[config.mk]
export PLATFORM = sky130hd
export DESIGN_NAME = fwbp_flash_seq
export DESIGN_NICKNAME = d
export VERILOG_FILES = /design/src/logic/fwbp_pkg.sv /design/src/logic/fwbp_flash_seq.sv /design/src/logic/fwbp_prog_engine.sv
export SDC_FILE = /design/constraint.sdc
export NUM_CORES = 2
export LEC_CHECK = 0
export BUFFER_PORTS_ARGS = -buffer_cell sky130_fd_sc_hd__buf_4
export CORE_MARGIN = 3
export CORE_UTILIZATION = 40
export DETAILED_ROUTE_END_ITERATION = 6
export PLACE_DENSITY_LB_ADDON = 0.2
export REMOVE_ABC_BUFFERS = 1
export SLEW_MARGIN = 20
export SYNTH_ARGS = -nofsm -noshare
export SYNTH_HDL_FRONTEND = slang
export SYNTH_SLANG_ARGS = --single-unit
[constraint.sdc]
create_clock -name clock_i -period 9.64 [get_ports clock_i]
set_input_delay 0 -clock clock_i [delete_from_list [all_inputs] [get_ports clock_i]]
set_output_delay 0 -clock clock_i [all_outputs]
set_load 0.005 [all_outputs]
[src/logic/fwbp_pkg.sv]
package fwbp_pkg;

   // ---------------------------------------------------------------
   // Register map (byte offsets, word aligned)
   // ---------------------------------------------------------------
   localparam logic [7:0] OFF_ADDR = 8'h00;
   localparam logic [7:0] OFF_WDATA = 8'h04;
   localparam logic [7:0] OFF_RDATA = 8'h08;
   localparam logic [7:0] OFF_STAT = 8'h0c;

   // ---------------------------------------------------------------
   // Command cycles
   // ---------------------------------------------------------------
   localparam logic [21:0] UNL1_ADR = 22'h000555;
   localparam logic [21:0] UNL2_ADR = 22'h0002aa;
   localparam logic [15:0] CMD_UNL1 = 16'h00aa;
   localparam logic [15:0] CMD_UNL2 = 16'h0055;
   localparam logic [15:0] CMD_BUF_LOAD = 16'h0025;
   localparam logic [15:0] CMD_CONFIRM = 16'h0029;
   localparam logic [15:0] CMD_RESET = 16'h00f0;
   localparam logic [15:0] CMD_ASEL = 16'h0090;
   localparam logic [15:0] CMD_LOCK_SET = 16'h0048;
   localparam logic [15:0] CMD_LOCK_CLR = 16'h0049;
   localparam logic [15:0] CMD_LOCKREG = 16'h0040;
   localparam logic [15:0] CMD_SUSP = 16'h00b0;
   localparam logic [15:0] CMD_RESUME = 16'h0030;

   // ---------------------------------------------------------------
   // Sizes, status bit positions, autoselect offsets
   // ---------------------------------------------------------------
   localparam int NSECT = 131;
   localparam logic [15:0] BUF_MAX = 16'h001f;
   localparam logic [4:0] LAST_IDX = 5'h1f;
   localparam int ST_POLL = 7;
   localparam int ST_TOG = 6;
   localparam int ST_TMO = 5;
   localparam int ST_ETOG = 2;
   localparam int ST_ABORT = 1;
   localparam logic [7:0] AS_MFR = 8'h00;
   localparam logic [7:0] AS_DEV = 8'h01;
   localparam logic [7:0] AS_PROT = 8'h02;

   // ---------------------------------------------------------------
   // Timing
   // ---------------------------------------------------------------
   localparam int CLK_MHZ = 40;
   localparam int PROG_STEP_NS = 250;
   localparam int FAST_STEP_NS = 125;
   localparam int PFAULT_NS = 100;
   localparam logic [7:0] PROG_STEP_CYC = 8'((PROG_STEP_NS * CLK_MHZ + 999) / 1000);
   localparam logic [7:0] FAST_STEP_CYC = 8'((FAST_STEP_NS * CLK_MHZ + 999) / 1000);
   localparam logic [7:0] PFAULT_CYC = 8'((PFAULT_NS * CLK_MHZ + 999) / 1000);

   typedef enum logic [3:0] {
      S_IDLE = 4'h0, S_UNL1 = 4'h1, S_UNL2 = 4'h3, S_WCNT = 4'h2,
      S_WLOAD = 4'h6, S_WCONF = 4'h7, S_BUSY = 4'h5, S_SUSP = 4'h4,
      S_ABORT = 4'hc, S_PFLT = 4'hd, S_ASEL = 4'hb
   } fwbp_state_t;

   typedef struct packed {
      logic busy;
      logic [4:0] idx;
      logic [7:0] tmr;
   } fwbp_eng_t;

   typedef struct packed {
      fwbp_state_t st;
      logic [21:0] addr;
      logic [31:0] hrd;
      logic rpend;
      logic wpend;
      logic [7:0] boff;
      logic [7:0] sec;
      logic [2:0] obank;
      logic [2:0] abank;
      logic [16:0] page;
      logic [4:0] cnt;
      logic first;
      logic [31:0][15:0] buff;
      logic [31:0] vld;
      logic [15:0] ldat;
      logic tog;
      logic [NSECT-1:0] slock;
      logic [7:0] pft;
      logic pwe;
      logic [21:0] padr;
      logic [15:0] pdat;
   } fwbp_regs_t;

   // Uniform 32 kword sectors, top one split into four 8 kword sectors
   function automatic logic [7:0] fwbp_sec_of(input logic [21:0] a);
      if (a[21:15] == 7'h7f) begin
         return 8'd127 + {6'd0, a[14:13]};
      end
      return {1'b0, a[21:15]};
   endfunction

endpackage

[src/logic/fwbp_flash_seq.sv]
module fwbp_flash_seq
   import fwbp_pkg::*;
#(
   parameter logic [15:0] MFR_ID = 16'h00a5, // Arbitrary value
   parameter logic [15:0] DEV_ID = 16'h5a3c // Arbitrary value
) (
   // Clock and reset
   input wire logic clock_i,
   input wire logic resetn_i,
   // AHB-Lite slave
   input wire logic hsel_i,
   input wire logic [31:0] haddr_i,
   input wire logic [1:0] htrans_i,
   input wire logic hwrite_i,
   input wire logic [2:0] hsize_i,
   input wire logic [31:0] hwdata_i,
   input wire logic hready_i,
   output logic [31:0] hrdata_o,
   output logic hreadyout_o,
   output logic hresp_o,
   // Protect / acceleration pin levels
   input wire logic protect_low_i,
   input wire logic elevated_voltage_level_i,
   // Array interface
   input wire logic [15:0] array_rdata_i,
   output logic [21:0] array_addr_o,
   output logic prog_we_o,
   output logic [21:0] prog_addr_o,
   output logic [15:0] prog_data_o
);

   // ---------------------------------------------------------------
   // Declarations
   // ---------------------------------------------------------------
   localparam int PF_BOUND = int'(PFAULT_CYC) + 1;

   fwbp_regs_t s, n;
   logic accept;
   logic cw;
   logic [21:0] ca;
   logic [15:0] cd;
   logic [7:0] csec;
   logic eng_start;
   logic eng_busy;
   logic eng_step;
   logic eng_done;
   logic [4:0] eng_idx;
   logic stat_here;
   logic [15:0] stat_word;
   logic [15:0] asel_word;
   logic [15:0] rd_word;

   // ---------------------------------------------------------------
   // Program engine
   // ---------------------------------------------------------------
   fwbp_prog_engine u_eng (
      .clock_i(clock_i),
      .resetn_i(resetn_i),
      .start_i(eng_start),
      .run_i(s.st == S_BUSY),
      .fast_i(elevated_voltage_level_i),
      .busy_o(eng_busy),
      .step_o(eng_step),
      .done_o(eng_done),
      .idx_o(eng_idx)
   );

   // ---------------------------------------------------------------
   // Command cycle and read decode
   // ---------------------------------------------------------------
   // A command cycle is the data phase of a write to the data register
   assign accept = hsel_i && hready_i && htrans_i[1];
   assign cw = s.wpend && (s.boff == OFF_WDATA);
   assign ca = s.addr;
   assign cd = hwdata_i[15:0];
   assign csec = fwbp_sec_of(ca);

   // Status shows only in the bank of the running or failed operation
   assign stat_here = (s.st == S_BUSY || s.st == S_ABORT || s.st == S_PFLT)
                      && (s.addr[21:19] == s.obank);

   // Polling word: complement while busy or aborted, abort flag, timeout low
   always_comb begin
      stat_word = 16'h0000;
      stat_word[ST_POLL] = ~s.ldat[7];
      stat_word[ST_TOG] = s.tog;
      stat_word[ST_TMO] = 1'b0;
      stat_word[ST_ETOG] = 1'b0;
      stat_word[ST_ABORT] = (s.st == S_ABORT);
   end

   // Only the low byte selects a code; upper bits pick the sector
   always_comb begin
      case (s.addr[7:0])
         AS_MFR: asel_word = MFR_ID;
         AS_DEV: asel_word = DEV_ID;
         AS_PROT: asel_word = {15'd0, ~s.slock[csec] | protect_low_i};
         default: asel_word = 16'h0000;
      endcase
   end

   // Read source: status, autoselect for the chosen bank, else array
   always_comb begin
      if (stat_here) begin
         rd_word = stat_word;
      end else if (s.st == S_ASEL && s.addr[21:19] == s.abank) begin
         rd_word = asel_word;
      end else begin
         rd_word = array_rdata_i;
      end
   end

   // ---------------------------------------------------------------
   // Next-state logic
   // ---------------------------------------------------------------
   always_comb begin
      n = s;
      eng_start = 1'b0;
      n.pwe = 1'b0;
      n.wpend = 1'b0;

      // Address phase capture; reads cost one wait state so that a read
      // right after a command write sees the updated state
      if (accept) begin
         n.boff = haddr_i[31:8] == 24'd0 ? haddr_i[7:0] : 8'hff;
         n.wpend = hwrite_i;
         n.rpend = ~hwrite_i;
      end

      // Read data phase; reading status advances the toggle bit
      if (s.rpend) begin
         n.rpend = 1'b0;
         case (s.boff)
            OFF_ADDR: n.hrd = {10'd0, s.addr};
            OFF_RDATA: begin
               n.hrd = {16'd0, rd_word};
               if (stat_here) begin
                  n.tog = ~s.tog;
               end
            end
            OFF_STAT: n.hrd = {24'd0, s.st, s.st == S_ASEL, s.st == S_SUSP,
                               s.st == S_ABORT, eng_busy};
            default: n.hrd = 32'd0;
         endcase
      end

      // Address register write
      if (s.wpend && s.boff == OFF_ADDR) begin
         n.addr = hwdata_i[21:0];
      end

      // Protection-fault polling window
      if (s.st == S_PFLT) begin
         if (s.pft <= 8'd1) begin
            n.st = S_IDLE;
         end else begin
            n.pft = s.pft - 8'd1;
         end
      end

      // Programming finished
      if (s.st == S_BUSY && eng_done) begin
         n.st = S_IDLE;
      end

      // Emit buffered words; unloaded slots are skipped
      if (eng_step) begin
         n.pwe = s.vld[eng_idx];
         n.padr = {s.page, eng_idx};
         n.pdat = s.buff[eng_idx];
      end

      // Command sequencer
      if (cw) begin
         case (s.st)
            S_IDLE, S_ASEL: begin
               if (cd == CMD_RESET) begin
                  n.st = S_IDLE;
               end else if (ca[10:0] == UNL1_ADR[10:0] && cd == CMD_UNL1) begin
                  n.st = S_UNL1;
               end
            end
            S_UNL1: begin
               n.st = (ca[10:0] == UNL2_ADR[10:0] && cd == CMD_UNL2) ? S_UNL2 : S_IDLE;
            end
            S_UNL2: begin
               n.st = S_IDLE;
               case (cd)
                  CMD_BUF_LOAD: begin
                     n.sec = csec;
                     n.obank = ca[21:19];
                     if (!s.slock[csec] || protect_low_i) begin
                        n.st = S_PFLT;
                        n.pft = PFAULT_CYC;
                        n.ldat = 16'h0000;
                     end else begin
                        n.st = S_WCNT;
                     end
                  end
                  CMD_ASEL: begin
                     n.st = S_ASEL;
                     n.abank = ca[21:19];
                  end
                  CMD_LOCK_SET: n.slock[csec] = 1'b0;
                  CMD_LOCK_CLR: n.slock[csec] = 1'b1;
                  CMD_LOCKREG: n.slock = '1;
                  default: n.st = S_IDLE;
               endcase
            end
            S_WCNT: begin
               if (cd > BUF_MAX || csec != s.sec) begin
                  n.st = S_ABORT;
               end else begin
                  n.cnt = cd[4:0];
                  n.first = 1'b1;
                  n.vld = '0;
                  n.st = S_WLOAD;
               end
            end
            S_WLOAD: begin
               if (csec != s.sec) begin
                  n.st = S_ABORT;
               end else if (!s.first && ca[21:5] != s.page) begin
                  n.st = S_ABORT;
               end else begin
                  n.page = ca[21:5];
                  n.first = 1'b0;
                  n.buff[ca[4:0]] = cd;
                  n.vld[ca[4:0]] = 1'b1;
                  n.ldat = cd;
                  if (s.cnt == 5'd0) begin
                     n.st = S_WCONF;
                  end else begin
                     n.cnt = s.cnt - 5'd1;
                  end
               end
            end
            S_WCONF: begin
               if (cd == CMD_CONFIRM && csec == s.sec) begin
                  eng_start = 1'b1;
                  n.st = S_BUSY;
               end else begin
                  n.st = S_ABORT;
               end
            end
            S_BUSY: begin
               // Only suspend is heard while programming
               if (cd == CMD_SUSP) begin
                  n.st = S_SUSP;
               end
            end
            S_SUSP: begin
               if (cd == CMD_RESUME) begin
                  n.st = S_BUSY;
               end
            end
            S_ABORT: begin
               if (cd == CMD_RESET) begin
                  n.st = S_IDLE;
               end
            end
            default: n.st = s.st;
         endcase
      end
   end

   // ---------------------------------------------------------------
   // State register; lock bits come up unprotected
   // ---------------------------------------------------------------
   always_ff @(posedge clock_i or negedge resetn_i) begin
      if (!resetn_i) begin
         s <= '0;
         s.slock <= '1;
      end else begin
         s <= n;
      end
   end

   // Outputs
   assign hrdata_o = s.hrd;
   assign hreadyout_o = ~s.rpend;
   assign hresp_o = 1'b0;
   assign array_addr_o = s.addr;
   assign prog_we_o = s.pwe;
   assign prog_addr_o = s.padr;
   assign prog_data_o = s.pdat;

   // ---------------------------------------------------------------
   // Checks
   // ---------------------------------------------------------------
   count_abort_a: assert property (@(posedge clock_i) disable iff (!resetn_i)
      (s.st == S_WCNT && cw && cd > BUF_MAX) |=> s.st == S_ABORT)
      else $error("oversize count did not abort");

   page_abort_a: assert property (@(posedge clock_i) disable iff (!resetn_i)
      (s.st == S_WLOAD && cw && !s.first && ca[21:5] != s.page) |=> s.st == S_ABORT)
      else $error("load outside page did not abort");

   sector_abort_a: assert property (@(posedge clock_i) disable iff (!resetn_i)
      (s.st == S_WLOAD && cw && csec != s.sec) |=> s.st == S_ABORT && s.vld == $past(s.vld))
      else $error("load to other sector did not abort");

   confirm_abort_a: assert property (@(posedge clock_i) disable iff (!resetn_i)
      (s.st == S_WCONF && cw && cd != CMD_CONFIRM) |=> s.st == S_ABORT && !eng_busy)
      else $error("wrong confirm did not abort");

   abort_hold_a: assert property (@(posedge clock_i) disable iff (!resetn_i)
      (s.st == S_ABORT && !(cw && cd == CMD_RESET)) |=> s.st == S_ABORT)
      else $error("abort left without reset command");

   abort_status_a: assert property (@(posedge clock_i) disable iff (!resetn_i)
      (s.rpend && s.boff == OFF_RDATA && s.st == S_ABORT && stat_here)
      |=> s.hrd[ST_ABORT] && !s.hrd[ST_TMO] && s.hrd[ST_POLL] != s.ldat[7]
          && s.tog != $past(s.tog))
      else $error("abort status word wrong");

   lock_pin_a: assert property (@(posedge clock_i) disable iff (!resetn_i)
      (s.st == S_UNL2 && cw && cd == CMD_BUF_LOAD && protect_low_i) |=> s.st == S_PFLT)
      else $error("protect pin low did not lock sector");

   fault_return_a: assert property (@(posedge clock_i) disable iff (!resetn_i)
      $rose(s.st == S_PFLT) |-> (s.st == S_PFLT) [*2] ##[1:PF_BOUND] s.st == S_IDLE)
      else $error("protection fault did not return to read");

   lock_reset_a: assert property (@(posedge clock_i) disable iff (!resetn_i)
      $rose(resetn_i) |-> &s.slock)
      else $error("lock bits not unprotected after reset");

   counter_a: assert property (@(posedge clock_i) disable iff (!resetn_i)
      (s.st == S_WLOAD && cw && s.cnt == 5'd0 && csec == s.sec && (s.first || ca[21:5] == s.page))
      |=> s.st == S_WCONF ##1 s.vld[$past(ca[4:0], 2)])
      else $error("counter underflow did not expect confirm");

   done_read_a: assert property (@(posedge clock_i) disable iff (!resetn_i)
      (s.st == S_BUSY && eng_done) |=> s.st == S_IDLE)
      else $error("did not return to read after programming");

endmodule // fwbp_flash_seq

[src/logic/fwbp_prog_engine.sv]
module fwbp_prog_engine
   import fwbp_pkg::*;
(
   // Clock and reset
   input wire logic clock_i,
   input wire logic resetn_i,
   // Control
   input wire logic start_i,
   input wire logic run_i,
   input wire logic fast_i,
   // Progress
   output logic busy_o,
   output logic step_o,
   output logic done_o,
   output logic [4:0] idx_o
);

   fwbp_eng_t s, n;

   // ---------------------------------------------------------------
   // Walk all buffer slots, one per word-program time
   // ---------------------------------------------------------------
   // Speed is picked per word, so raising the pin mid-run takes effect
   always_comb begin
      n = s;
      step_o = 1'b0;
      done_o = 1'b0;
      if (start_i) begin
         n.busy = 1'b1;
         n.idx = '0;
         n.tmr = fast_i ? FAST_STEP_CYC : PROG_STEP_CYC;
      end else if (s.busy && run_i) begin
         if (s.tmr == 8'd1) begin
            step_o = 1'b1;
            if (s.idx == LAST_IDX) begin
               n.busy = 1'b0;
               done_o = 1'b1;
            end else begin
               n.idx = s.idx + 5'd1;
               n.tmr = fast_i ? FAST_STEP_CYC : PROG_STEP_CYC;
            end
         end else begin
            n.tmr = s.tmr - 8'd1;
         end
      end
   end

   // State register
   always_ff @(posedge clock_i or negedge resetn_i) begin
      if (!resetn_i) begin
         s <= '0;
      end else begin
         s <= n;
      end
   end

   assign busy_o = s.busy;
   assign idx_o = s.idx;

   // Done only in the cycle that steps the last slot, before its write strobe
   eng_done_a: assert property (@(posedge clock_i) disable iff (!resetn_i)
      done_o |-> (s.idx == LAST_IDX) && step_o ##1 !s.busy)
      else $error("engine finished before last slot");

endmodule // fwbp_prog_engine

==> results by group <==
Finish
  • Fillers: 8949
  • Layout area overhead: 13.2%
  • Fin cells: 4725
  • Nets: 3391
  • Layout cells sized above 1: 36.7%

CTS
  • Clock latency on the worst-skew pair: 0.67 ns
  • Clock Path Buffers: 3
  • Post-CTS Hold Buffers: 62
  • Clk root buf: clkbuf_16
  • # Post-CTS Setup Buffers: 0
  • Clock sinks: 833
  • TritonCTS clock tree: yes
  • Post-cts resize count: 0
  • CTS clk-pin slew, worst paths: 0.06 ns
  • Max H-tree Level: 3
  • Cts bufs inserted: 92

Worst setup path
  • CP delay by family, top: simple AND/OR/NAND/NOR gates
  • Buffer and inverter count on the worst path: 0
  • Critical path data arrival time: 6.30 ns
  • Crit-path cells: and2_1 > nand3_1 > and2_1 > xor2_1 > nor4_4 > and3_1 > and3_1 > nand3_4 > mux2_4
  • Crit start category: flop
  • Critical Path Max Stage Delay: 0.96 ns
  • CP endpoint kind: flop
  • CP required: 10.16 ns
  • CP max stage cell: dfrtp_1
  • Crit-path max FO: 24
  • R2r setup slk: 3.86 ns
  • WS Path Type: flop to flop

Place
  • Number of cells after detailed placement: 4491
  • HPWL Detailed: 71.2 mm
  • Placer Congestion: 0.869
  • Place WS: 3.93 ns
  • I/O Buffers: 161

Synthesis
  • Post-Syn Area: 0.0406 mm²
  • Syn_area_per_cell: 12.3 µm²
  • Sequential area share after synthesis: 51.8%
  • Distinct cells, synth: 84
  • EDFF count, synth: 0
  • Yosys reg bits: 833
  • Warnings, synthesis: 0
  • Mapped Cells: 3286
  • Ys flop type: dfrtp_1
  • FFs w/ async S/R, synth: 100%

Power
  • Power Density: 170 mW/mm²
  • Worst IR Drop VDD: 136 µV
  • Leak Pwr: 19.2 nW

Die
  • Die height: 325 µm
  • FP Rows: 116
  • Chip width: 325 µm
  • IO Count: 187
  • Initial Util: 40.5%
  • Core area: 0.100 mm²
  • Die area: 0.105 mm²

Run status
  • Status: finished clean

Route
  • Wire length per cell: 24.7 µm
  • Post-DR vias/cell: 5.89
  • DRC Markers: 0
  • Vias: 27800
  • Routed wire length: 117 mm
  • DRT iter0 DRCs: 2464
  • First-pass DRT Iterations: 6
  • Final ANT Viol Nets: 0

Global route
  • First-pass GRT wire length: 180 mm
  • Gr usage total: 21.9%
  • Largest net degree at the start of global routing: 173
  • Total gr overflow: 0
  • Number of global-route vias before repair: 29000
  • Initial antenna violation count: 5

STA
  • Final hold violation count: 0
  • Final Skew: 0.0375 ns
  • Final Cycle Share: 59.9%
  • Slew HR: 21.4%
  • Setup Total Neg Slack: 0 ns
  • Worst Max-Slew Pin Slew: 1.18 ns
  • Setup ws final: 3.86 ns
  • Final Slew Violations: 0
  • RSZ-0062 raised after global routing: false
  • Minimum clock period: 5.78 ns
  • Max Clock Freq: 173 MHz
  • Final setup fails: 0

Min path
  • Hold/Removal Path Class: input pin to flop

Job
  • # Max-Cap Violations: 0
==> synthesized netlist by cell type, types with 8 or more instances <==
cell,instances,area [µm²]
nand3_1,36,180
dfstp_2,131,3440
nand2_1,170,638
a31oi_1,39,244
clkbuf_1,195,732
mux2_1,30,338
and3_1,12,75.1
o221ai_1,11,96.3
o2bb2ai_1,16,140
o21ai_0,197,986
dfrtp_1,702,17600
xnor2_1,28,245
a21oi_1,308,1540
ha_1,8,100
nand2b_1,22,138
buf_1,25,93.8
o22ai_1,33,206
mux4_2,170,3830
mux2_2,510,5740
buf_4,100,751
nand4_1,11,68.8
and2_1,13,81.3
nor2_1,148,556
nor3_1,28,140
buf_2,42,210
mux2_4,10,150
xor2_1,15,131
nand2_2,20,125
nor2b_1,12,75.1
inv_1,29,109
nor4_1,25,156
o22a_1,18,158
mux2i_1,22,220
==> routing by layer <==
layer  GRT usage [%]  wire length, µm  up-vias
met2            35.7            55400     1059
met4            7.43             3920        0
met3            3.41             7430      223
li1                -                -    12000
met1            30.0            50100    14600
met5               0                0        -
==> layout by cell type, fill, tap and decap left out, drive strengths merged, types with 8 or more instances in the layout <==
| cell type | n |
|---|---|
| dfrtp | 702 |
| mux2 | 550 |
| a21oi | 308 |
| buf | 207 |
| o21ai | 200 |
| nand2 | 197 |
| mux4 | 170 |
| nor2 | 149 |
| clkbuf | 134 |
| dfstp | 131 |
| dlygate4sd3 | 61 |
| a31oi | 39 |
| nand3 | 38 |
| o22ai | 33 |
| inv | 30 |
| xnor2 | 28 |
| nor3 | 28 |
| clkinv | 27 |
| nor4 | 26 |
| nand2b | 22 |
| mux2i | 22 |
| o22a | 18 |
| o2bb2ai | 16 |
| xor2 | 15 |
| nand4 | 14 |
| and2 | 13 |
| and3 | 12 |
| nor2b | 12 |
| o221ai | 11 |
| conb | 11 |
| ha | 8 |
==> through the flow <==
stage / total power [W] / instance area (µm²) / utilization, % / hold WS [ns]
3_3_place_gp: 0.00423 / 42100 / 42.0 / 0.0263
5_1_grt: 0.00812 / 45900 / 45.8 / 0.109
2_1_floorplan: 0.00398 / 38800 / - / -0.296
4_1_cts: 0.00791 / 45900 / 45.8 / 0.0853
3_5_place_dp: 0.00426 / 42100 / 42.0 / 0.0238
6_report: 0.00783 / 45900 / 45.8 / 0.119
==> worst register-to-register path: cells and delay by family, from the launching register on <==
family	cells	cell delay (ns)
simple gates	7	4.00
flops	1	0.96
mux	1	0.51
xor+xnor	1	0.17
==> worst paths after layout <==
path                       depth (start not counted)        startpoint          endpoint
min reg2reg                                        2    prog_addr_o[0]    prog_addr_o[0]
min in group asynchronous                          4          resetn_i            s[776]
max                                                9  array_addr_o[20]              flop
max reg2reg                                        9  array_addr_o[20]              flop
max in group asynchronous                          5          resetn_i         async pin
min                                                3      hwdata_i[17]  array_addr_o[17]
==> cell families (layout without fill, tap and decap cells) <==
logic type,Yosys count,in the layout,share of synthesized area [%]
AO/OA/AOI/OAI,705,705,10.0
XOR/XNOR,43,43,0.928
adder cells (fa/ha/maj),8,8,0.247
buffers and inverters,397,467,4.82
flip-flops,833,833,51.8
multiplexers,742,742,25.3
other,1,13,0.00924
AND/OR/NAND/NOR,557,557,6.86
==> where the power goes <==
| part | internal [W] | switching [W] | leakage (nW) |
|---|---|---|---|
| sequential | 0.00362 | 0.0000821 | 9.80 |
| clock | 0.00213 | 0.00148 | 1.54 |
| combinational | 0.000229 | 0.000296 | 7.85 |
==> area by class of cell <==
cell class | instances | area [µm²] | share of cell area [%]
timing repair buffer | 268 | 2250 | 4.90
clock buffer | 134 | 2690 | 5.86
tap | 1357 | 1700 | 3.70
clock inverter | 35 | 429 | 0.934
sequential | 833 | 21000 | 45.8
antenna | 2 | 5.00 | 0.0109
multi-input combinational | 2066 | 17700 | 38.6
inverter | 30 | 113 | 0.245
Note: power is estimated with default switching activity, not from simulation.
